File: config.mk
export PLATFORM = sky130hd
export DESIGN_NAME = ssl_link
export DESIGN_NICKNAME = d
export VERILOG_FILES = /design/src/ssl_pkg.sv /design/src/ssl_link.sv
export SDC_FILE = /design/constraint.sdc
export NUM_CORES = 1
export LEC_CHECK = 0
export ABC_AREA = 0
export ABC_CLOCK_PERIOD_IN_PS = 9050
export BUFFER_PORTS_ARGS = -buffer_cell sky130_fd_sc_hd__buf_2
export CORE_ASPECT_RATIO = 0.9
export CORE_MARGIN = 8
export CORE_UTILIZATION = 30
export CTS_CLUSTER_DIAMETER = 80
export DETAILED_ROUTE_END_ITERATION = 10
export MAX_ROUTING_LAYER = met4
export SLEW_MARGIN = 20
export SYNTH_ARGS = -nofsm -noshare
export SYNTH_HDL_FRONTEND = slang
export SYNTH_SLANG_ARGS = --single-unit
export TNS_END_PERCENT = 20
File: constraint.sdc
create_clock -name clock_i -period 9.05 [get_ports clock_i]
set_input_delay 0 -clock clock_i [delete_from_list [all_inputs] [get_ports clock_i]]
set_output_delay 0 -clock clock_i [all_outputs]
set_load 0.05 [all_outputs]
File: src/ssl_pkg.sv
// constants and checksum step shared by the stacked serial packet link
`default_nettype none
package ssl_pkg;
    localparam logic [5:0] SSL_BCAST_ADDR  = 6'h3f;
    localparam logic [5:0] SSL_MIN_ADDR    = 6'h01;
    localparam logic [5:0] SSL_MAX_ADDR    = 6'h3e;
    localparam logic [7:0] SSL_CRC_POLY    = 8'h07;
    localparam logic [7:0] SSL_CRC_INIT    = 8'h00;
    localparam logic [7:0] SSL_IDX_HDR     = 8'h00;
    localparam logic [7:0] SSL_IDX_REG     = 8'h01;
    localparam logic [7:0] SSL_IDX_LEN     = 8'h02;
    localparam logic [7:0] SSL_IDX_WDATA   = 8'h02;
    localparam logic [7:0] SSL_IDX_RDATA   = 8'h03;
    localparam logic [7:0] SSL_WR_BYTES    = 8'h03;
    localparam logic [7:0] SSL_WR_BYTES_CK = 8'h04;
    localparam logic [2:0] SSL_LAST_BIT    = 3'h7;
    localparam int         SSL_NSYNC       = 9;
    // positions in the synchroniser vector
    localparam int SSL_S_BASE   = 0;
    localparam int SSL_S_HCSN   = 1;
    localparam int SSL_S_HSCLK  = 2;
    localparam int SSL_S_HSDI   = 3;
    localparam int SSL_S_SCS    = 4;
    localparam int SSL_S_SSCLK  = 5;
    localparam int SSL_S_SSDI   = 6;
    localparam int SSL_S_NSDO   = 7;
    localparam int SSL_S_NALERT = 8;

    // one bit of the x^8+x^2+x+1 checksum, msb first
    function automatic logic [7:0] ssl_crc_step(input logic [7:0] crc, input logic b);
        ssl_crc_step = {crc[6:0], 1'b0} ^ ((crc[7] ^ b) ? SSL_CRC_POLY : 8'h00);
    endfunction
endpackage
`default_nettype wire

File: src/ssl_link.sv
// packet receiver, relay and responder of the stacked serial packet link
`default_nettype none
module ssl_link
    import ssl_pkg::*;
#(
    parameter int FIFO_DEPTH = 2
) (
    input  wire logic       clock_i,
    input  wire logic       resetn_i,
    input  wire logic       base_i,
    input  wire logic [5:0] dev_addr_i,
    input  wire logic       check_byte_disable_i,
    input  wire logic       fault_clear_i,
    input  wire logic       host_csn_i,
    input  wire logic       host_sclk_i,
    input  wire logic       host_serial_in_i,
    output logic            host_serial_out_o,
    output logic            host_serial_out_oe_o,
    input  wire logic       south_cs_i,
    input  wire logic       south_sclk_i,
    input  wire logic       south_serial_in_i,
    output logic            south_serial_out_o,
    output logic            south_alert_o,
    output logic            north_cs_o,
    output logic            north_sclk_o,
    output logic            north_serial_in_o,
    input  wire logic       north_serial_out_i,
    input  wire logic       north_alert_i,
    output logic [7:0]      rd_addr_o,
    input  wire logic [7:0] rd_data_i,
    output logic            wr_valid_o,
    input  wire logic       wr_ready_i,
    output logic [7:0]      wr_reg_o,
    output logic [7:0]      wr_data_o,
    output logic            crc_error_o,
    output logic            fault_o
);
    import ssl_pkg::*;

    localparam int AW = (FIFO_DEPTH > 1) ? $clog2(FIFO_DEPTH) : 1;

    generate
        if (FIFO_DEPTH < 2 || (FIFO_DEPTH & (FIFO_DEPTH - 1)) != 0) begin : g_bad_depth
            $error("FIFO_DEPTH must be a power of two, at least 2");
        end
    endgenerate

    // first stage feeds only the second stage
    logic [SSL_NSYNC-1:0] sync1;
    logic [SSL_NSYNC-1:0] sync2;
    always_ff @(posedge clock_i or negedge resetn_i) begin
        if (!resetn_i) begin
            sync1 <= '0;
            sync2 <= '0;
        end else begin
            sync1 <= {north_alert_i, north_serial_out_i, south_serial_in_i, south_sclk_i, south_cs_i,
                      host_serial_in_i, host_sclk_i, ~host_csn_i, base_i};
            sync2 <= sync1;
        end
    end

    logic base;
    logic cs_act;
    logic sclk;
    logic sdi;
    logic cs_prev;
    logic sclk_prev;
    assign base   = sync2[SSL_S_BASE];
    assign cs_act = base ? sync2[SSL_S_HCSN] : sync2[SSL_S_SCS];
    assign sclk   = base ? sync2[SSL_S_HSCLK] : sync2[SSL_S_SSCLK];
    assign sdi    = base ? sync2[SSL_S_HSDI] : sync2[SSL_S_SSDI];

    always_ff @(posedge clock_i or negedge resetn_i) begin
        if (!resetn_i) begin
            cs_prev   <= 1'b0;
            sclk_prev <= 1'b0;
        end else begin
            cs_prev   <= cs_act;
            sclk_prev <= sclk;
        end
    end

    logic cs_rise;
    logic cs_fall;
    logic sclk_fall;
    logic sclk_rise;
    assign cs_rise   = cs_act & ~cs_prev;
    assign cs_fall   = ~cs_act & cs_prev;
    assign sclk_fall = cs_act & ~cs_rise & sclk_prev & ~sclk;
    assign sclk_rise = cs_act & ~cs_rise & ~sclk_prev & sclk;

    logic       own_valid;
    logic [2:0] bitcnt;
    logic [7:0] bytecnt;
    logic [6:0] shreg;
    logic [7:0] hdr;
    logic [7:0] reg_off;
    logic [7:0] len;
    logic [7:0] crc;
    logic [7:0] tx_sh;
    logic [7:0] idx;
    logic [7:0] next_byte;
    logic       rd_mine;
    logic       wr_mine;
    logic       tx_on;
    logic       feed;

    assign own_valid = (dev_addr_i >= SSL_MIN_ADDR) && (dev_addr_i <= SSL_MAX_ADDR);
    assign rd_mine   = own_valid && !hdr[0] && (hdr[6:1] == dev_addr_i);
    assign wr_mine   = own_valid && hdr[0] &&
                       ((hdr[6:1] == dev_addr_i) || (hdr[6:1] == SSL_BCAST_ADDR));
    assign idx       = bytecnt - SSL_IDX_RDATA;
    assign tx_on     = rd_mine && (bytecnt >= SSL_IDX_RDATA);
    // filler bytes after the read data stay out of the checksum
    assign feed      = !(tx_on && (idx >= len));
    assign next_byte = {shreg, sdi};

    // receiver: restarts on every select assertion
    always_ff @(posedge clock_i or negedge resetn_i) begin
        if (!resetn_i) begin
            bitcnt  <= '0;
            bytecnt <= '0;
            shreg   <= '0;
            hdr     <= '0;
            reg_off <= '0;
            len     <= '0;
            crc     <= SSL_CRC_INIT;
        end else if (cs_rise) begin
            bitcnt  <= '0;
            bytecnt <= '0;
            shreg   <= '0;
            hdr     <= '0;
            reg_off <= '0;
            len     <= '0;
            crc     <= SSL_CRC_INIT;
        end else if (sclk_fall) begin
            shreg  <= next_byte[6:0];
            bitcnt <= bitcnt + 3'h1;
            if (feed) begin
                crc <= ssl_crc_step(crc, tx_on ? tx_sh[7] : sdi);
            end
            if (bitcnt == SSL_LAST_BIT) begin
                if (bytecnt != 8'hff) begin
                    bytecnt <= bytecnt + 8'h01;
                end
                case (bytecnt)
                    SSL_IDX_HDR: hdr     <= next_byte;
                    SSL_IDX_REG: reg_off <= next_byte;
                    SSL_IDX_LEN: len     <= next_byte;
                    default: ;
                endcase
            end
        end
    end

    // transmitter: loads at the rising edge that opens each outgoing byte
    always_ff @(posedge clock_i or negedge resetn_i) begin
        if (!resetn_i) begin
            tx_sh     <= '0;
            rd_addr_o <= '0;
        end else begin
            rd_addr_o <= reg_off + idx;
            if (cs_rise) begin
                tx_sh <= '0;
            end else if (sclk_rise) begin
                if (tx_on && bitcnt == 3'h0) begin
                    if (idx < len) begin
                        tx_sh <= rd_data_i;
                    end else if (idx == len && !check_byte_disable_i) begin
                        tx_sh <= crc;
                    end else begin
                        tx_sh <= '0;
                    end
                end else begin
                    tx_sh <= {tx_sh[6:0], 1'b0};
                end
            end
        end
    end

    // relays: everything rests low outside a selected packet
    logic out_bit;
    always_ff @(posedge clock_i or negedge resetn_i) begin
        if (!resetn_i) begin
            north_cs_o           <= 1'b0;
            north_sclk_o         <= 1'b0;
            north_serial_in_o    <= 1'b0;
            out_bit              <= 1'b0;
            host_serial_out_oe_o <= 1'b0;
        end else begin
            north_cs_o           <= cs_act && own_valid;
            north_sclk_o         <= cs_act && sclk;
            north_serial_in_o    <= cs_act && sdi;
            out_bit              <= cs_act && (tx_on ? tx_sh[7] : sync2[SSL_S_NSDO]);
            host_serial_out_oe_o <= cs_act && base;
        end
    end
    assign host_serial_out_o  = base & out_bit;
    assign south_serial_out_o = ~base & out_bit;

    // end of packet evaluation
    logic crc_fail;
    logic commit;
    logic byte_aligned;
    assign byte_aligned = (bitcnt == 3'h0);
    assign crc_fail = cs_fall && wr_mine && !check_byte_disable_i &&
                      !(byte_aligned && bytecnt == SSL_WR_BYTES_CK && crc == 8'h00);
    assign commit   = cs_fall && wr_mine && byte_aligned && !crc_fail &&
                      (bytecnt == (check_byte_disable_i ? SSL_WR_BYTES : SSL_WR_BYTES_CK));

    // flag is set only at packet end, so a read inside a packet sees the one before
    always_ff @(posedge clock_i or negedge resetn_i) begin
        if (!resetn_i) begin
            crc_error_o <= 1'b0;
        end else if (crc_fail) begin
            crc_error_o <= 1'b1;
        end else if (fault_clear_i) begin
            crc_error_o <= 1'b0;
        end
    end
    assign fault_o       = crc_error_o;
    assign south_alert_o = crc_error_o | sync2[SSL_S_NALERT];

    // accepted write waits here when the buffer is full
    logic       pend;
    logic [7:0] pend_reg;
    logic [7:0] pend_data;
    logic       push;
    logic       pop;
    logic       full;
    logic [AW:0] wptr;
    logic [AW:0] rptr;
    logic [15:0] mem [FIFO_DEPTH];

    assign full = (wptr[AW] != rptr[AW]) && (wptr[AW-1:0] == rptr[AW-1:0]);
    assign push = pend && !full;
    assign wr_valid_o = (wptr != rptr);
    assign pop  = wr_valid_o && wr_ready_i;
    assign wr_reg_o  = mem[rptr[AW-1:0]][15:8];
    assign wr_data_o = mem[rptr[AW-1:0]][7:0];

    always_ff @(posedge clock_i or negedge resetn_i) begin
        if (!resetn_i) begin
            pend      <= 1'b0;
            pend_reg  <= '0;
            pend_data <= '0;
        end else if (commit) begin
            pend      <= 1'b1;
            pend_reg  <= reg_off;
            pend_data <= len;
        end else if (push) begin
            pend <= 1'b0;
        end
    end

    always_ff @(posedge clock_i or negedge resetn_i) begin
        if (!resetn_i) begin
            wptr <= '0;
            rptr <= '0;
        end else begin
            if (push) begin
                wptr <= wptr + 1'b1;
            end
            if (pop) begin
                rptr <= rptr + 1'b1;
            end
        end
    end

    always_ff @(posedge clock_i) begin
        if (push) begin
            mem[wptr[AW-1:0]] <= {pend_reg, pend_data};
        end
    end
endmodule
`default_nettype wire

==> metrics.cfg <==
[outcome]
run_status = complete, no violations

[place]
place.detailed.hpwl_mm = 9.31
place_area_sq_um = 7040
placer_congestion_estimate = 0.807
place.port_buffers = 61

[detailed_routing]
wire_per_inst_microns = 14.5
drt_pass1_iterations = 4
totalWireLength_mm = 13.5
drc = 0
num_vias = 4136
drt-vias-per-instance = 4.44
drt_iter0_drc = 285
route.antenna.remaining_nets = 0

[logic_synthesis]
syn-mean-instance-area_sq_um = 11.8
postSynth.asyncResetShare_pct = 77.8
netlist_instances = 546
yosysTopAreaCellShare_pct = 43.5
yosys-top-cells-area = dfrtp_1 44%, edfxtp_1 15%, mux2_2 4.4%
syn-num-nets = 597
synthDominantAreaCellType = dfrtp_1
top_cells_by_count_synth = 112 x dfrtp_1, 68 x nand2_1, 50 x o21ai_0, 33 x nor2_1, 32 x edfxtp_1
synthFlopType = dfrtp_1
count_of_cell_types_in_the_netlist = 53
synth-seq-area-share_pct = 58.5
synth.cell_area_sq_um = 6440
synth-edff-count = 32
yosys_register_bits = 144
yosys_warnings = 0
yosysMostFrequentCell = dfrtp_1

[timing]
worst_slew_pin_slew_ns = 0.976
timing.fmax_ghz = 0.285
final-max-slew-violation-count = 0
finClkSkew_ns = 0.0177
post-route-min-period_ns = 3.51
setup_viol = 0
rsz_0062_raised_after_global_routing = no
max_transition_margin_pct = 34.9
final.setup.tns_ns = 0
final_hold_viol_count = 0
fin_crit_sh_pct = 38.7
fin_worst_hold_slack_ns = 0.0588

[run]
timing.max_cap.violations = 0

[floorplan]
core.rowCount = 51
die_y_microns = 155
design.die.area_sq_um = 26400
fp.dieW_microns = 170
top_level_ports = 62
core_area_sq_um = 21400
starting_density_of_the_core_pct = 30.1

[layout]
total_number_of_nets_in_the_final_design = 678
largest_register_ff_count = 32
layout-area-overhead-vs-synth_pct = 21.4
post_route_cells_drive_above_1_share_pct = 21.4
diodes = 0
layout.filler_cells = 2086
final_instance_area_sq_um = 7810

[hold_path]
hold_path_class = primary input to flip-flop
hold_path_end = tx_sh[0]
holdCritStartpoint = rd_data_i[0]
hold_path_depth = 4

[clock_tree]
cts_root_buffer = clkbuf_16
clkLatencyLatePin_ns = 0.42
cts_tree = built
inserted_clock_buffers = 17
cts.repair_timing.setup_buffer_count = 0
worst_setup_hold_path_clk_slew_ns = 0.06
htreeDepth = 4
clk_path_buf_depth = 2
clkSinkCount = 144

[worst_setup_path]
timing.reg2reg.worst_path_depth = 10
critical-path-slowest-cell = a221oi_2
setup.worst_path.end_class = flip-flop
timing.critical_path.required_ns = 9.30
critical_path_class = flip-flop to flip-flop
crit-reg2reg-launch = bytecnt[0]
cell_by_cell_listing_of_the_critical_path = ha_1 > nor3_1 > nand2_1 > xnor2_1 > ha_1 > and4_1 > nand3_1 > o21a_1 > a221oi_2 > o21ai_0
worstReg2RegEnd = crc[3]
worst_path_largest_cell_delay_ns = 0.82
timing.reg2reg.setup_slack_ns = 5.54
cpMostUsedCell = ha_1
critical_path_arrival_ns = 3.75
worstPathMaxFanout = 16
start_kind = flip-flop

[pwr]
power.density_nw_per_um2 = 209
ir_drop_mv = 0.0991
cellLeakagePower_nw = 3.30
report.power.total_mw = 1.63

[global_route]
grtUsageTotal_pct = 11.1
antenna_found_initial = 0
global_route_wire_length_before_repair_mm = 22.4
gr-total-overflow = 0
grt_start_max_net_pins = 78
first_global_vias = 4163

## timing repair
item	CTS	global route
hold buffers	20	0
resized for setup	0	0
setup endpoints to repair	0	0
endpoints found under the hold margin	54	0
## worst max-delay path, delay by kind of cell, from the launching register on
family,cells,cell delay [ns]
adder cells (fa/ha/maj),2,0.65
AND/OR/NAND/NOR,4,0.76
XOR/XNOR,1,0.16
AO/OA/AOI/OAI,3,1.27
flip-flops,1,0.49
## through the flow
step / util, % / setup slack, ns / instances
floorplan: - / 6.04 / 546
global placement: 32.9 / 5.72 / 879
detailed placement: 32.9 / 5.57 / 879
CTS: 36.5 / 5.56 / 931
global route: 36.5 / 5.14 / 931
finish: 36.5 / 5.54 / 931
## worst max-delay path by stage
stage	startpoint	endpoint	slack (ns)	cells past startpoint
after floorplan	bytecnt[0]	tx_sh[0]	6.04	11
after global placement	bytecnt[0]	crc[3]	5.72	10
after detailed placement	bytecnt[0]	crc[3]	5.57	10
after CTS	bytecnt[0]	crc[3]	5.56	10
after global routing	bytecnt[0]	crc[5]	5.14	10
final	bytecnt[0]	crc[3]	5.54	10
## kinds of logic (layout without fill, tap and decap cells)
kind of cell,count (synthesis),in the layout,synth area share (%)
and+or+nand+nor,154,154,11.1
DFF,144,144,58.5
AOI/OAI and AO/OA,99,99,10.2
buffers and inverters,52,146,3.46
muxes,42,42,7.41
xor gates and xnor gates,32,32,4.78
adders and majority gates,23,23,4.59
## cells in the final DEF, fill, tap and decap left out, types with 3 or more instances in the layout
master and instances:
a21oi_1 18, a32o_1 3, and2_1 4, and4_1 3, buf_2 60, buf_4 6, clkbuf_16 17, clkinvlp_4 4
dfrtp_1 112, dlygate4sd3_1 20, edfxtp_1 32, ha_1 22, inv_1 28, inv_6 4, mux2_2 25, mux2_4 5
mux2i_1 12, nand2_1 68, nand2b_1 3, nand3_1 13, nand4_1 6, nor2_1 32, nor2b_1 3, nor4_1 5
o211a_1 9, o21ai_0 50, o31ai_1 3, xnor2_1 15, xor2_1 15
## per-layer routing
metal | vias to the layer above | track usage [%] | wire [microns]
li1 | 2072 | - | -
met1 | 1963 | 15.5 | 6940
met2 | 96 | 15.6 | 5860
met3 | 5 | 3.01 | 703
met4 | 0 | 2.88 | 38
met5 | - | - | 0
## power breakdown
| group | internal (mW) | switching (mW) |
|---|---|---|
| registers | 0.701 | 0.0514 |
| clock network | 0.391 | 0.286 |
| logic | 0.0802 | 0.122 |
| total | 1.17 | 0.459 |
## final cells by class
type / instances / area [sq um] / area share (%)
tap: 291 / 364 / 4.66
clock buffer: 19 / 443 / 5.67
multi-input combinational: 350 / 2460 / 31.5
inverter: 28 / 105 / 1.35
timing repair buffer: 86 / 546 / 6.98
sequential: 144 / 3760 / 48.2
clock inverter: 13 / 129 / 1.65
Power figures use the tool's default switching activity.
